===== src/core/chc_pkg.sv =====
// chc_pkg: constants, states and carriers for the charger control block
// assumes a 10 MHz system clock and coded readings of the three strap resistors
package chc_pkg;
    localparam int          CLK_HZ       = 10_000_000;
    localparam int          TICK_S       = 1;
    localparam int          TICK_CYCLES  = CLK_HZ * TICK_S;
    localparam int          PRECHG_MIN   = 30;
    localparam int          SEC_PER_MIN  = 60;
    localparam int          SEC_PER_HR   = 3600;
    localparam logic [16:0] PRECHG_TICKS = 17'(PRECHG_MIN * SEC_PER_MIN / TICK_S);
    localparam logic [6:0]  PRE_PCT      = 7'h14;
    localparam logic [6:0]  FULL_PCT     = 7'h64;
    localparam logic [6:0]  TERM_PCT     = 7'h0A;
    localparam int          INTER_SHIFT  = 2;
    // pin codes: 0 open, 1..14 table rows from 100k down to 3.6k, 15 unused, 16 short
    localparam logic [4:0]  PIN_OPEN     = 5'h00;
    localparam logic [4:0]  PIN_SHORT    = 5'h10;
    localparam logic [4:0]  CT_LI_5H     = 5'h01;
    localparam logic [4:0]  CT_LI_10H    = 5'h02;
    localparam logic [4:0]  CT_LI_NOTMR  = 5'h03;
    localparam logic [4:0]  CT_MARGIN    = 5'h04;
    localparam logic [4:0]  CT_NIMH_4H   = 5'h05;
    localparam logic [4:0]  VS_NIMH_MIN  = 5'h03;
    localparam logic [4:0]  LI_HR_SHORT  = 5'h05;
    localparam logic [4:0]  LI_HR_LONG   = 5'h0A;
    localparam logic [4:0]  NIMH_HR_BASE = 5'h04;
    // register byte addresses
    localparam logic [3:0]  REG_CTRL     = 4'h0;
    localparam logic [3:0]  REG_STATUS   = 4'h4;
    localparam logic [3:0]  REG_CONFIG   = 4'h8;
    localparam logic [3:0]  REG_TIMER    = 4'hC;
    localparam logic [1:0]  RESP_OKAY    = 2'h0;
    localparam logic [1:0]  RESP_SLVERR  = 2'h2;

    typedef enum logic [3:0] {
        CHC_IDLE, CHC_DET_CUR, CHC_DET_CHEM, CHC_DET_VOLT, CHC_START,
        CHC_PRE, CHC_FAST, CHC_CV, CHC_STANDBY, CHC_NIMH_WAIT, CHC_NIMH_CC,
        CHC_NIMH_IWAIT, CHC_DONE, CHC_NOCHG, CHC_FAULT
    } chc_state_e;

    // analog comparator results from the battery side
    typedef struct packed {
        logic below_lowv;
        logic below_rechg;
        logic above_ovp;
        logic at_vreg;
        logic below_term;
        logic thermal_reg;
    } chc_sense_s;

    // drive to the regulator
    typedef struct packed {
        logic       enable;
        logic       volt_loop;
        logic [4:0] current_code;
        logic [6:0] current_pct;
        logic [4:0] vreg_code;
    } chc_drive_s;
endpackage


===== src/core/chc_top.sv =====
// chc_top: strap detection, charge phase sequencer, safety timers, AXI4-Lite slave
// assumes pin readings and comparator results are synchronous to sys_clk
`timescale 1ns/10ps
`default_nettype none
module chc_top
    import chc_pkg::*;
#(
    parameter int TICK_DIV = TICK_CYCLES
) (
    // clock and reset
    input  wire logic              sys_clk,
    input  wire logic              rst_n,
    // supply, enable, strap readings and comparator results
    input  wire logic              power_good,
    input  wire logic              charge_enable_n,
    input  wire logic [4:0]        charge_current_set_pin,
    input  wire logic [4:0]        chemistry_timer_select_pin,
    input  wire logic [4:0]        regulation_voltage_select_pin,
    input  wire chc_pkg::chc_sense_s sense,
    // regulator drive and status
    output chc_pkg::chc_drive_s    drive,
    output logic                   fault,
    output logic                   charge_done,
    // AXI4-Lite slave
    input  wire logic [3:0]        s_axi_awaddr,
    input  wire logic              s_axi_awvalid,
    output logic                   s_axi_awready,
    input  wire logic [31:0]       s_axi_wdata,
    input  wire logic [3:0]        s_axi_wstrb,
    input  wire logic              s_axi_wvalid,
    output logic                   s_axi_wready,
    output logic [1:0]             s_axi_bresp,
    output logic                   s_axi_bvalid,
    input  wire logic              s_axi_bready,
    input  wire logic [3:0]        s_axi_araddr,
    input  wire logic              s_axi_arvalid,
    output logic                   s_axi_arready,
    output logic [31:0]            s_axi_rdata,
    output logic [1:0]             s_axi_rresp,
    output logic                   s_axi_rvalid,
    input  wire logic              s_axi_rready
);
    import chc_pkg::*;

    chc_state_e  state;
    chc_state_e  next_state;
    logic        run_ok;
    logic        soft_disable;
    logic        is_nimh;
    logic [4:0]  timer_hours;
    logic [4:0]  regulation_voltage_select_pin_code;
    logic        intermittent;
    logic [16:0] tmr;
    logic [16:0] tmr_limit;
    logic [16:0] next_limit;
    logic        tmr_expired;
    logic        half;
    logic        tick;
    logic [23:0] div;
    logic        lowv_q;
    logic        aw_held;
    logic        w_held;
    logic [3:0]  aw_addr;
    logic [31:0] w_data;

    // hours from a chemistry code; zero means no timer
    function automatic logic [4:0] chem_hours(input logic [4:0] c);
        if (c == CT_LI_5H) begin
            return LI_HR_SHORT;
        end else if (c == CT_LI_10H) begin
            return LI_HR_LONG;
        end else if (c >= CT_NIMH_4H && c < PIN_SHORT) begin
            return 5'(NIMH_HR_BASE + ((c - CT_NIMH_4H) << 1));
        end
        return 5'h00;
    endfunction

    function automatic logic [16:0] hours_to_ticks(input logic [4:0] h);
        return 17'(int'(h) * SEC_PER_HR / TICK_S);
    endfunction

    // supply, enable and soft_disable gate the sequencer, a toggle of any of them restarts detection
    assign run_ok = power_good && !charge_enable_n && !soft_disable;

    // timebase tick, one pulse per second
    always_ff @(posedge sys_clk) begin
        if (!rst_n || div == 24'(TICK_DIV - 1)) begin
            div <= 24'h00_0000;
        end else begin
            div <= div + 24'h00_0001;
        end
    end
    assign tick = (div == 24'(TICK_DIV - 1));

    assign tmr_expired = (tmr_limit != 17'h0_0000) && (tmr >= tmr_limit);

    always_comb begin
        next_state = state;
        next_limit = tmr_limit;
        if (!run_ok) begin
            next_state = CHC_IDLE;
        end else begin
            unique case (state)
                CHC_IDLE: next_state = CHC_DET_CUR;
                CHC_DET_CUR: next_state = (charge_current_set_pin == PIN_SHORT) ? CHC_FAULT : CHC_DET_CHEM;
                CHC_DET_CHEM: begin
                    if (chemistry_timer_select_pin == PIN_SHORT || chemistry_timer_select_pin == PIN_OPEN) begin
                        next_state = CHC_FAULT;
                    end else if (chemistry_timer_select_pin == CT_MARGIN) begin
                        next_state = CHC_NOCHG;
                    end else begin
                        next_state = CHC_DET_VOLT;
                    end
                end
                // two lowest codes (1 and 2, below VS_NIMH_MIN) no charge in NiMH
                CHC_DET_VOLT: begin
                    if (regulation_voltage_select_pin == PIN_SHORT || regulation_voltage_select_pin == PIN_OPEN) begin
                        next_state = CHC_NOCHG;
                    end else if (is_nimh && regulation_voltage_select_pin < VS_NIMH_MIN) begin
                        next_state = CHC_NOCHG;
                    end else begin
                        next_state = CHC_START;
                    end
                end
                CHC_START: begin
                    if (is_nimh) begin
                        next_state = CHC_NIMH_WAIT;
                    end else if (sense.below_lowv) begin
                        next_state = CHC_PRE;
                        next_limit = PRECHG_TICKS;
                    end else begin
                        next_state = CHC_FAST;
                        next_limit = hours_to_ticks(timer_hours);
                    end
                end
                CHC_PRE: begin
                    if (tmr_expired) begin
                        next_state = CHC_DONE;
                    end else if (!sense.below_lowv) begin
                        next_state = CHC_FAST;
                        next_limit = hours_to_ticks(timer_hours);
                    end
                end
                CHC_FAST, CHC_CV: begin
                    if (tmr_expired) begin
                        next_state = CHC_DONE;
                    end else if (sense.below_lowv) begin
                        next_state = CHC_PRE;
                        next_limit = PRECHG_TICKS;
                    end else if (state == CHC_FAST && sense.at_vreg) begin
                        next_state = CHC_CV;
                    end else if (state == CHC_CV && sense.below_term && !sense.below_rechg && !sense.thermal_reg) begin
                        next_state = CHC_STANDBY;
                    end
                end
                CHC_STANDBY: next_state = sense.below_rechg ? CHC_START : CHC_STANDBY;
                CHC_NIMH_WAIT: begin
                    if (sense.below_rechg) begin
                        next_state = CHC_NIMH_CC;
                        next_limit = hours_to_ticks(timer_hours);
                    end
                end
                // NiMH end on timer or overvoltage
                CHC_NIMH_CC: begin
                    if (tmr_expired || sense.above_ovp) begin
                        next_state = intermittent ? CHC_NIMH_IWAIT : CHC_DONE;
                    end
                end
                CHC_NIMH_IWAIT: begin
                    if (sense.below_rechg) begin
                        next_state = CHC_NIMH_CC;
                        next_limit = hours_to_ticks(timer_hours) >> INTER_SHIFT;
                    end
                end
                CHC_DONE, CHC_NOCHG, CHC_FAULT: next_state = state;
            endcase
        end
    end

    always_ff @(posedge sys_clk) begin
        if (!rst_n) begin
            state     <= CHC_IDLE;
            tmr_limit <= 17'h0_0000;
        end else begin
            state     <= next_state;
            tmr_limit <= next_limit;
        end
    end

    always_ff @(posedge sys_clk) begin
        if (!rst_n || state == CHC_IDLE) begin
            is_nimh      <= 1'b0;
            timer_hours  <= 5'h00;
            regulation_voltage_select_pin_code    <= 5'h00;
            intermittent <= 1'b0;
        end else if (state == CHC_DET_CHEM) begin
            is_nimh     <= chemistry_timer_select_pin >= CT_NIMH_4H;
            timer_hours <= chem_hours(chemistry_timer_select_pin);
        end else if (state == CHC_DET_VOLT) begin
            regulation_voltage_select_pin_code    <= regulation_voltage_select_pin;
            intermittent <= is_nimh && !regulation_voltage_select_pin[0];
        end
    end

    always_ff @(posedge sys_clk) begin
        if (!rst_n || next_state != state) begin
            tmr  <= 17'h0_0000;
            half <= 1'b0;
        end else if (tick && (state == CHC_PRE || state == CHC_FAST || state == CHC_CV || state == CHC_NIMH_CC)) begin
            half <= sense.thermal_reg ? !half : 1'b0;
            if (!sense.thermal_reg || half) begin
                tmr <= tmr + 17'h0_0001;
            end
        end
    end

    always_ff @(posedge sys_clk) begin
        if (!rst_n) begin
            drive       <= '0;
            fault       <= 1'b0;
            charge_done <= 1'b0;
        end else begin
            drive.enable       <= state inside {CHC_PRE, CHC_FAST, CHC_CV, CHC_NIMH_CC};
            drive.volt_loop    <= state == CHC_CV;
            drive.current_code <= (charge_current_set_pin == PIN_SHORT) ? PIN_OPEN : charge_current_set_pin;
            drive.current_pct  <= (state == CHC_PRE) ? PRE_PCT : FULL_PCT;
            drive.vreg_code    <= regulation_voltage_select_pin_code;
            fault              <= state == CHC_FAULT;
            charge_done        <= state inside {CHC_DONE, CHC_STANDBY, CHC_NIMH_IWAIT};
        end
    end

    // AXI4-Lite: address and data taken in either order, response after both
    always_ff @(posedge sys_clk) begin
        if (!rst_n) begin
            aw_held       <= 1'b0;
            w_held        <= 1'b0;
            aw_addr       <= 4'h0;
            w_data        <= 32'h0000_0000;
            s_axi_bvalid  <= 1'b0;
            s_axi_bresp   <= RESP_OKAY;
            soft_disable  <= 1'b0;
            s_axi_awready <= 1'b0;
            s_axi_wready  <= 1'b0;
        end else begin
            // ready is a flop, so it reopens one cycle after the response is taken
            if (s_axi_awvalid && s_axi_awready) begin
                aw_held       <= 1'b1;
                aw_addr       <= s_axi_awaddr;
                s_axi_awready <= 1'b0;
            end else if (!aw_held && !s_axi_bvalid) begin
                s_axi_awready <= 1'b1;
            end
            if (s_axi_wvalid && s_axi_wready) begin
                w_held       <= 1'b1;
                w_data       <= s_axi_wdata;
                s_axi_wready <= 1'b0;
            end else if (!w_held && !s_axi_bvalid) begin
                s_axi_wready <= 1'b1;
            end
            if (aw_held && w_held && !s_axi_bvalid) begin
                aw_held      <= 1'b0;
                w_held       <= 1'b0;
                s_axi_bvalid <= 1'b1;
                s_axi_bresp  <= (aw_addr == REG_CTRL) ? RESP_OKAY : RESP_SLVERR;
                if (aw_addr == REG_CTRL && s_axi_wstrb[0]) begin
                    soft_disable <= w_data[0];
                end
            end else if (s_axi_bvalid && s_axi_bready) begin
                s_axi_bvalid <= 1'b0;
            end
        end
    end
    always_ff @(posedge sys_clk) begin
        if (!rst_n) begin
            s_axi_arready <= 1'b0;
            s_axi_rvalid  <= 1'b0;
            s_axi_rdata   <= 32'h0000_0000;
            s_axi_rresp   <= RESP_OKAY;
        end else if (s_axi_rvalid) begin
            s_axi_rvalid <= !s_axi_rready;
        end else if (s_axi_arvalid && !s_axi_arready) begin
            s_axi_arready <= 1'b1;
        end else if (s_axi_arready) begin
            s_axi_arready <= 1'b0;
            s_axi_rvalid  <= 1'b1;
            s_axi_rresp   <= RESP_OKAY;
            unique case (s_axi_araddr)
                REG_CTRL:   s_axi_rdata <= {31'h0000_0000, soft_disable};
                REG_STATUS: s_axi_rdata <= {24'h00_0000, fault, charge_done, is_nimh, intermittent, state};
                REG_CONFIG: s_axi_rdata <= {17'h0_0000, TERM_PCT[4:0], timer_hours, regulation_voltage_select_pin_code};
                REG_TIMER:  s_axi_rdata <= {15'h0000, tmr};
                default: begin
                    s_axi_rdata <= 32'h0000_0000;
                    s_axi_rresp <= RESP_SLVERR;
                end
            endcase
        end
    end

    // checks
    chk_fault_hold: assert property (@(posedge sys_clk) disable iff (!rst_n)
        state == CHC_FAULT && run_ok |=> state == CHC_FAULT)
        else $error("fault released without restart");
    chk_detect_order: assert property (@(posedge sys_clk) disable iff (!rst_n)
        state == CHC_START |-> $past(state) == CHC_DET_VOLT || $past(state) == CHC_STANDBY)
        else $error("charger started out of order");
    chk_detect_gate: assert property (@(posedge sys_clk) disable iff (!rst_n)
        !power_good || charge_enable_n |=> state == CHC_IDLE)
        else $error("detection without supply and enable");
    chk_cur_short: assert property (@(posedge sys_clk) disable iff (!rst_n)
        state == CHC_DET_CUR && charge_current_set_pin == PIN_SHORT && run_ok |=> state == CHC_FAULT ##1 fault)
        else $error("current short not faulted");
    chk_cur_follow: assert property (@(posedge sys_clk) disable iff (!rst_n)
        charge_current_set_pin != PIN_SHORT |=> drive.current_code == $past(charge_current_set_pin))
        else $error("current code not followed");
    chk_chem_latch: assert property (@(posedge sys_clk) disable iff (!rst_n)
        state inside {CHC_FAST, CHC_CV, CHC_NIMH_CC} && $past(state) == state |-> $stable(timer_hours))
        else $error("chemistry setting changed while running");
    chk_pre_pct: assert property (@(posedge sys_clk) disable iff (!rst_n)
        state == CHC_PRE |=> drive.current_pct == PRE_PCT && drive.enable)
        else $error("precharge current wrong");
    chk_pre_limit: assert property (@(posedge sys_clk) disable iff (!rst_n)
        state == CHC_PRE |-> tmr_limit == PRECHG_TICKS)
        else $error("precharge limit wrong");
    chk_expiry_end: assert property (@(posedge sys_clk) disable iff (!rst_n)
        run_ok && tmr_expired && state inside {CHC_PRE, CHC_FAST, CHC_CV} |=> state == CHC_DONE ##1 !drive.enable)
        else $error("expiry did not end charge");
    chk_half_rate: assert property (@(posedge sys_clk) disable iff (!rst_n)
        tick && sense.thermal_reg && !half && next_state == state |=> $stable(tmr))
        else $error("timer counted at full rate");
endmodule
`default_nettype wire


===== config.mk =====
export PLATFORM = sky130hd
export DESIGN_NAME = chc_top
export DESIGN_NICKNAME = d
export VERILOG_FILES = /design/src/core/chc_pkg.sv /design/src/core/chc_top.sv
export SDC_FILE = /design/constraint.sdc
export NUM_CORES = 1
export LEC_CHECK = 0
export ABC_AREA = 1
export BUFFER_PORTS_ARGS = -buffer_cell sky130_fd_sc_hd__buf_2
export CAP_MARGIN = 20
export CELL_PAD_IN_SITES_DETAIL_PLACEMENT = 0
export CELL_PAD_IN_SITES_GLOBAL_PLACEMENT = 1
export CORE_MARGIN = 4
export CORE_UTILIZATION = 40
export DETAILED_ROUTE_END_ITERATION = 7
export GPL_TIMING_DRIVEN = 0
export PLACE_DENSITY = 0.87
export SETUP_SLACK_MARGIN = 0.5
export SYNTH_ARGS = -nofsm -noshare
export SYNTH_HDL_FRONTEND = slang
export SYNTH_SLANG_ARGS = --single-unit

===== constraint.sdc =====
create_clock -name sys_clk -period 3.8 [get_ports sys_clk]
set_clock_uncertainty 0.05 [all_clocks]
set_input_delay 0.19 -clock sys_clk [delete_from_list [all_inputs] [get_ports sys_clk]]
set_output_delay 0.19 -clock sys_clk [all_outputs]
set_load 0.01 [all_outputs]

* Word level (Yosys, flattened, before mapping)
Index checks and enable logic that the tools add are counted.
** Cells by class
- Add/sub/neg operators :: 4
- Multipliers :: 1
- Magnitude comparators :: 4
- Eq/ne operators :: 32
- Multiplexer cells :: 48
- Bitwise logic cells :: 4
- Reduce and logical (&&, ||, !) cells :: 65
** Operator list (count)
- $mux W17 :: 8
- $pmux W17 S5 :: 1
- $pmux W17 S4 :: 1
- $mux W4 :: 16
- $pmux W4 S11 :: 1
- $eq A4 B4 Y1 const B :: 9
- $add A24 B1 Y24 const B :: 1
- $eq A24 B24 Y1 const B :: 1
- $eq A4 B3 Y1 const B :: 5
- $logic_and A1 B1 Y1 :: 20
- $mux W5 :: 4
- $add A17 B1 Y17 const B :: 1
- $ge A17 B17 Y1 :: 1
- $reduce_bool A17 Y1 :: 1
- $eq A5 B5 Y1 const B :: 3
- $ne A2 B2 Y1 const B :: 7
- $mul A5 B8 Y13 const B :: 1
- $logic_not A1 Y1 :: 12
- $logic_not A4 Y1 :: 3
- $mux W1 :: 12
- $reduce_or A2 Y1 :: 6
- $logic_not A5 Y1 :: 2
- $logic_or A1 B1 Y1 :: 10
- $reduce_and A9 Y1 :: 1
- 23 further kinds :: 31
** Storage, ports and cells
- Bits in registers :: 145
- Output and inout port bits :: 62
- Word-level logic and storage cells :: 187

* Longest topological paths before layout
Gate-level depths: netlist (run 1).
- Depth after elaboration :: 12
- Mapped depth :: 22
- Gate-level depth less buffers :: 21

* Worst setup path before layout (run 1)
Ideal clock, no wire load.
- Path type :: reg2reg
- Start point :: register timer_hours[3]
- End point :: register tmr_limit[14]
- Library setup time :: 0.071 ns
- Arrival :: 2.809 ns
- Slack :: 0.870 ns
- Stages on the path, launching flop included :: 14
- Path buffers :: 0
- Cell sequence :: dfxtp_1 -> fa_1 -> ha_1 -> ha_1 -> ha_1 -> a21oi_1 -> nand2_1 -> a21o_1 -> a21oi_1 -> xor2_1 -> nand2_1 -> o21ai_0 -> o21ai_0 -> a21oi_1
** Between the ends
- Word-level cells in the longest chain between the ends :: 4
- Elaborated cells on any way between the ends :: 8
** Ends and longest elaborated chain
- from (decl) :: line chc_top.sv:50 : logic [4:0] timer_hours;
- from (signal assigned) :: line chc_top.sv:198 : timer_hours <= chem_hours(chemistry_timer_select_pin);
- $mul A5 B8 Y13 * :: line chc_top.sv:79 : return 17'(int'(h) * SEC_PER_HR / TICK_S);
- $mux W17 (on tied branches) :: line chc_top.sv:139, chc_top.sv:128
- $mux W17 (on tied branches) :: line chc_top.sv:137, chc_top.sv:126
- $pmux W17 S5 * :: line chc_top.sv:103 : unique case (state)
- to (signal assigned) :: line chc_top.sv:186 : tmr_limit <= next_limit;
- to (decl) :: line chc_top.sv:54 : logic [16:0] tmr_limit;
Every way passes the cells marked *; elsewhere a longest branch is shown, timed or not. The select of a mux whose other input is x is not followed.
A chain may end at the register's enable or synchronous reset.

* Worst setup path in the final report (run 1)
Same ends and word-level chain as after synthesis.

==> run_results.csv, run 1 <==
group,metric,value,unit
run_status,status,"complete, no violations",
yosys,ys.warnings.count,0,
yosys,register_bit_total_from_synthesis,122,
cts,cts_buffers,17,
route,remaining_drc_errors,0,
route,via_per_inst,4.98,
yosys,yosys-top-cells-area,"dfxtp_1 35%, nand2_1 7.6%, ha_1 7.3%, inv_1 6.9%, nor2_1 6.5%",
global_routing,largest_net_degree_at_the_start_of_global_routing,17,
global_routing,grt_antenna_before_repair,0,
placement,detailedPlace.worstSlack,570,ps
worst_setup_path,worst_setup_path_start_kind,"flip-flop",
global_routing,global_route_wire_length_before_repair,31500,um
timing,timing.max_slew.rel_slack,29.3,%
cts,tritoncts,"done",
route,detailedRoute.firstIterationViolations,494,
floorplan,rows,48,
power,power.ir.vdd_worst,327,uV
hold_path,holdCritPathClass,"primary input to flip-flop",
timing,timing.final.crit_period,3000,ps
cts,clock_latency,420,ps
yosys,synth.top_cells.by_count,"143 x nand2_1, 130 x inv_1, 122 x dfxtp_1, 122 x nor2_1, 57 x a21oi_1",
power,intPower,2.47,mW
cts,cts-htree-levels,4,
floorplan,die-width,141,um
cts,cts.path.max_buffers,2,
yosys,syn-mean-instance-area,7.28,um2
route,wl_per_cell,14.4,um
final_layout,n_antenna_cell,0,
power,clockPowerShare,52.3,%
yosys,synth_top_area_share,34.7,%
floorplan,floorplan.io_pins,136,
yosys,yosysSeqAreaShare,34.7,%
placement,numPortBuffers,81,
timing,layout_worst_path_cycle_share,78.9,%
final_layout,fin_nets,1218,
worst_setup_path,worst-endpoint-required,4010,ps
floorplan,initial_utilization,40.7,%
yosys,synth.cell_area,7040,um2
timing,grt_setup_unrepaired,"no",
worst_setup_path,crit_type,"flip-flop to flip-flop",
timing,finalSetupViolations,0,
yosys,yosysUniqueCellTypes,55,
global_routing,grt-ovfl-total,0,
yosys,post-synth-top-count-cell,"nand2_1",
worst_setup_path,worst-path-max-fanout,8,
global_routing,track_usage,19.7,%
timing,timing.fmax,0.334,GHz
placement,hpwlAfterDp,14800,um
placement,gp_congestion,0.919,
floorplan,dieArea,19800,um2
final_layout,fillers,1745,
power,combinationalPowerShare,7.0,%
route,total_routed_wirelength,19300,um
timing,fin_tns_setup,0,ps
cts,clkSlewWorstSetupHoldPaths,60,ps
cts,postCtsSetupRepairBufs,0,
final_layout,layout-drive-gt1-share,17.1,%
timing,final_max_slew_viol_count,0,
timing,worst_pin_slew,1050,ps
cts,clock_sink_count,122,
cts,clk_root_buffer_cell,"clkbuf_16",
worst_setup_path,capturing_element_type_of_the_critical_path,"flip-flop",
timing,fin_ws,802,ps
route,drt_pre_antenna_iters,6,
route,route.vias.total,6666,
yosys,synthesis.instances,967,
yosys,synth_enable_flop_cells,0,
floorplan,placeableCoreArea,17300,um2
global_routing,grt_pass1_vias,6296,
power,switching_share,23.3,%
yosys,synth_top_cell_by_area,"dfxtp_1",
flow_run,maxCapViolations,0,
route,drtAntennaViolNets,0,
final_layout,layout-area-overhead-vs-synth,21.8,%
power,power.switching,0.748,mW
floorplan,fp.dieH,141,um
timing,hold_viol,0,
yosys,synth_flop_cell,"dfxtp_1",
worst_setup_path,worst_ep_arrival_time,3210,ps
power,power.static_leakage,3.65,nW
power,share_seq_of_total_power,40.7,%
yosys,postSynth.asyncResetShare,0,%
power,pd_cells,375,nW/um2
## power groups by stage
| stage | combinational, mW | sequential, mW | clock (mW) |
|---|---|---|---|
| 2_1_floorplan | 0.131 | 1.34 | 0 |
| 3_3_place_gp | 0.211 | 1.34 | 0 |
| 3_5_place_dp | 0.212 | 1.34 | 0 |
| 4_1_cts | 0.223 | 1.31 | 1.70 |
| 5_1_grt | 0.251 | 1.31 | 1.76 |
| 6_report | 0.225 | 1.31 | 1.68 |
## final cells by class
cell class | instances | area, um2 | area share, %
multi-input cells | 683 | 3880 | 45.3
flip-flops and latches | 122 | 2450 | 28.6
clock buffers | 22 | 474 | 5.53
clock inverters | 10 | 140 | 1.63
well taps | 225 | 282 | 3.28
plain buffers | 41 | 274 | 3.20
repair buffers | 95 | 546 | 6.36
inverters | 140 | 528 | 6.16
## worst max-delay path: stages, from the launching register on
cell     delay (ps)
dfxtp_4         380
fa_1            460
ha_1            310
ha_1            340
ha_4            270
a21oi_1         120
nand2_1          90
a21o_1          160
a21oi_1         150
xor2_1          110
nand2_1          70
o21ai_0          70
o21ai_0         200
a21oi_1          80
## layout by cell type (no fill, tap or decap), drive strengths merged, types with 20 or more instances in the layout
master,netlist,layout
o21ai,46,46
dfxtp,122,122
buf,29,110
nor2,144,144
nand3,51,51
ha,41,41
conb,1,20
inv,137,138
clkbuf,12,34
nor3,49,49
nand2,153,153
a21oi,58,58
## cell families (layout without fill, tap and decap cells)
group,Yosys count,count (layout),synth area share [%]
other cells,1,20,0.0533
compound gates,149,149,12.2
xor+xnor,28,28,3.48
fa+ha+maj,44,44,8.14
simple gates,441,441,29.9
flops,122,122,34.7
mux,1,1,0.142
buf+inv,181,308,11.4
## routing by layer
| metal | share of wire [%] | global-route usage [%] | wire length (um) | vias to the layer above |
|---|---|---|---|---|
| met1 | 47 | 26.7 | 9030 | 3031 |
| met4 | 1.6 | 5.71 | 305 | 0 |
| met2 | 46 | 31.5 | 8860 | 199 |
| met5 | 0 | 0 | 0 | - |
| li1 | - | - | - | 3413 |
| met3 | 5.6 | 4.38 | 1090 | 23 |
## sequential cells by signal (all words and copies together), names as in the netlist, 4 cells and up
| signal | cells |
|---|---|
| aw_addr | 4 |
| div | 24 |
| drive | 15 |
| regulation_voltage_select_pin_code | 5 |
| s_axi_rdata | 17 |
| state | 4 |
| timer_hours | 5 |
| tmr | 17 |
| tmr_limit | 15 |
## what timing repair did
action | in CTS | in global routing
setup endpoints to repair | 0 | 2
hold buffers | 14 | 0
hold endpoints to repair | 14 | 0
gates resized for setup | 0 | 5
## metrics by stage
step	utilization [%]	hold WS (ps)	area, um2	total power [mW]	cells
2_1_floorplan	-	168	7110	1.47	986
3_3_place_gp	45.1	336	7800	1.55	1292
3_5_place_dp	45.1	340	7800	1.55	1292
4_1_cts	49.5	2.86	8550	3.23	1338
5_1_grt	49.6	24.8	8570	3.32	1338
6_report	49.6	17.4	8570	3.21	1338
## final timing paths
path / depth (start not counted) / slack, ps / end / startpoint
worst max-delay path: 13 / 800 / tmr_limit[14]$_SDFFE_PN0P_ / timer_hours[3]$_SDFFE_PP0P_
worst min-delay path: 3 / 20 / soft_disable$_SDFFE_PN0P_ / s_axi_wstrb[0]
worst max register to register: 13 / 800 / tmr_limit[14]$_SDFFE_PN0P_ / timer_hours[3]$_SDFFE_PP0P_
worst min register to register: 2 / 370 / drive[4]$_SDFF_PN0_ / regulation_voltage_select_pin_code[4]$_SDFFE_PP0P_
(Power assumes the default switching activity.)
==> inputs of run 2 (changes only) <==
Settings changed: CORE_UTILIZATION 40 to 36, PLACE_DENSITY 0.87 to 0.83.
Clock period 3.8 ns to 2.7 ns, I/O delays scaled along.
==> run 2 against run 1 <==
The flow now finishes with violations (negative setup slack). Clock-buffer cell count is 5 lower. Total power is 41% higher. Sequential power is 40% higher. Global-route usage is 1.3 points lower. Flip-flop and latch count stayed put. Maximum frequency is 7.7% higher. Hold slack worse by 5.8 ps. Cell count is 4.6% higher. Worst setup slack worse by 880 ps. Register-to-register slack worse by 880 ps. First-iteration DRC count is 1.4% lower. Sequential share of layout area is 1.7 points lower. Critical path type unchanged. Largest cell class unchanged.
==> run_results.csv, run 2 (synthesis results as in run 1) <==
group,metric,value,unit
run_status,status,"finished, violations left",
run_status,failed_checks,"negative setup slack",
timing,grt_setup_unrepaired,"yes",
global_routing,grt_pass1_vias,6489,
floorplan,initial_utilization,37.1,%
route,detailedRoute.firstIterationViolations,487,
timing,hold_viol,0,
final_layout,fin_nets,1244,
global_routing,largest_net_degree_at_the_start_of_global_routing,17,
timing,final_max_slew_viol_count,0,
cts,cts.path.max_buffers,2,
placement,detailedPlace.worstSlack,-155,ps
placement,hpwlAfterDp,15200,um
floorplan,floorplan.io_pins,136,
floorplan,rows,50,
global_routing,grt_antenna_before_repair,0,
hold_path,holdCritPathClass,"primary input to flip-flop",
worst_setup_path,worst-path-max-fanout,4,
route,via_per_inst,4.88,
floorplan,die-width,148,um
power,pd_cells,491,nW/um2
timing,timing.max_slew.rel_slack,42.4,%
final_layout,layout-drive-gt1-share,24.2,%
final_layout,max_flop_register,"div",
placement,numPortBuffers,81,
route,drtAntennaViolNets,0,
timing,timing.final.crit_period,2780,ps
cts,cts-htree-levels,4,
timing,timing.fmax,0.359,GHz
timing,finalSetupViolations,1,
floorplan,fp.dieH,148,um
final_layout,multiInputGateArea,4210,um2
final_layout,ff_latch_area,2480,um2
worst_setup_path,capturing_element_type_of_the_critical_path,"flip-flop",
floorplan,dieArea,21900,um2
cts,clock_sink_count,122,
final_layout,layout-area-overhead-vs-synth,30.8,%
cts,clkSlewWorstSetupHoldPaths,60,ps
placement,placed_cells,1327,
flow_run,maxCapViolations,0,
final_layout,mostFrequentLayoutCells,"138 x nand2_1, 127 x inv_1, 115 x nor2_1, 103 x dfxtp_1, 82 x buf_2",
cts,cts_buffers,17,
cts,clk_root_buffer_cell,"clkbuf_16",
worst_setup_path,crit_type,"flip-flop to flip-flop",
cts,clock_latency,420,ps
worst_setup_path,rrSetupSlack,-80,ps
worst_setup_path,worst-endpoint-required,3000,ps
final_layout,largest_reg_flops,24,
floorplan,placeableCoreArea,19000,um2
final_layout,reg.largest.list,"div: 24 flops, s_axi_rdata: 17 flops, tmr: 17 flops",
route,route.vias.total,6828,
final_layout,finalInstanceArea,9210,um2
timing,layout_worst_path_cycle_share,103,%
power,power.static_leakage,3.88,nW
route,remaining_drc_errors,0,
global_routing,track_usage,18.4,%
cts,tritoncts,"done",
final_layout,postLayoutCoreUtil,48.6,%
route,wl_per_cell,14.6,um
placement,gp_congestion,0.943,
route,total_routed_wirelength,20500,um
final_layout,n_antenna_cell,0,
global_routing,global_route_wire_length_before_repair,32600,um
global_routing,grt-ovfl-total,0,
placement,post_dp_cell_area,7920,um2
worst_setup_path,worst_setup_path_start_kind,"flip-flop",
timing,worst_pin_slew,858,ps
route,drt_pre_antenna_iters,5,
power,power.ir.vdd_worst,454,uV
timing,fin_ws,-82.7,ps
timing,finalHoldWorstSlack,11.6,ps
final_layout,fillers,1909,
final_layout,mostFrequentLayoutCell,"nand2_1",
worst_setup_path,worst_ep_arrival_time,3080,ps
final_layout,final_cell_count_no_fill,1399,
-- run 2: cell count changes in the layout (fill, tap and decap cells not counted), moves of 6 or more --
cell,previous run,this run
o21ai_0,43,36
nor3_2,1,7
nor3_1,48,41
buf_4,23,39
inv_6,1,7
ha_4,1,8
ha_1,40,32
dfxtp_1,120,103
dlygate4sd3_1,14,21
dfxtp_2,0,15
nor2_1,122,115
-- run 2: through the flow --
stage	power [mW]	TNS [ps]
CTS	4.55	-125
floorplan	2.07	0
detailed placement	2.18	-212
global route	4.68	-2430
finish	4.52	-82.7
global placement	2.18	-157
-- run 2: worst max-delay path, stage by stage (launching register included) --
cell,delay [ps]
dfxtp_2,340
fa_1,580
ha_4,210
ha_4,240
ha_4,230
a21oi_2,110
nand2_1,80
a21o_1,160
a21oi_2,140
xor2_1,190
nand2_1,70
o21ai_1,100
o21ai_1,90
a21oi_1,110
-- run 2: repair_timing --
item	4_1_cts	5_1_grt
hold endpoints to repair	24	0
hold buffers	21	0
setup endpoints to repair	36	58
buffers inserted	9	8
pin swaps	19	13
cloned	1	1
gates resized for setup	48	41
-- run 2: per-layer routing --
metal | GRT usage (%) | vias to the layer above | routed length (um) | part of all wire [%]
met4 | 4.90 | 0 | 351 | 1.7
met3 | 4.41 | 34 | 1250 | 6.1
li1 | - | 3475 | - | -
met2 | 29.3 | 207 | 9250 | 45
met5 | 0 | - | 0 | 0
met1 | 25.1 | 3112 | 9610 | 47
-- run 2: worst paths after layout --
check,from,to,depth (start not counted)
setup / recovery,timer_hours[2]$_SDFFE_PP0P_,tmr_limit[14]$_SDFFE_PN0P_,13
hold / removal,s_axi_araddr[3],s_axi_rdata[11]$_SDFFE_PN0P_,3
setup reg to reg,timer_hours[2]$_SDFFE_PP0P_,tmr_limit[14]$_SDFFE_PN0P_,13
hold reg to reg,regulation_voltage_select_pin_code[4]$_SDFFE_PP0P_,drive[4]$_SDFF_PN0_,2
-- run 2: cell type report --
cell class              instances  area share [%]
plain buffers                  41            3.14
clock buffers                  17            4.62
inverters                     140            5.76
clock inverters                15            1.90
flip-flops and latches        122            26.9
multi-input cells             683            45.7
well taps                     260            3.53
repair buffers                121            8.47
-- run 2: power breakdown --
| part | internal [mW] | switching [mW] |
|---|---|---|
| clock network | 1.39 | 0.946 |
| registers | 1.82 | 0.0152 |
| logic | 0.141 | 0.203 |
| total | 3.36 | 1.16 |
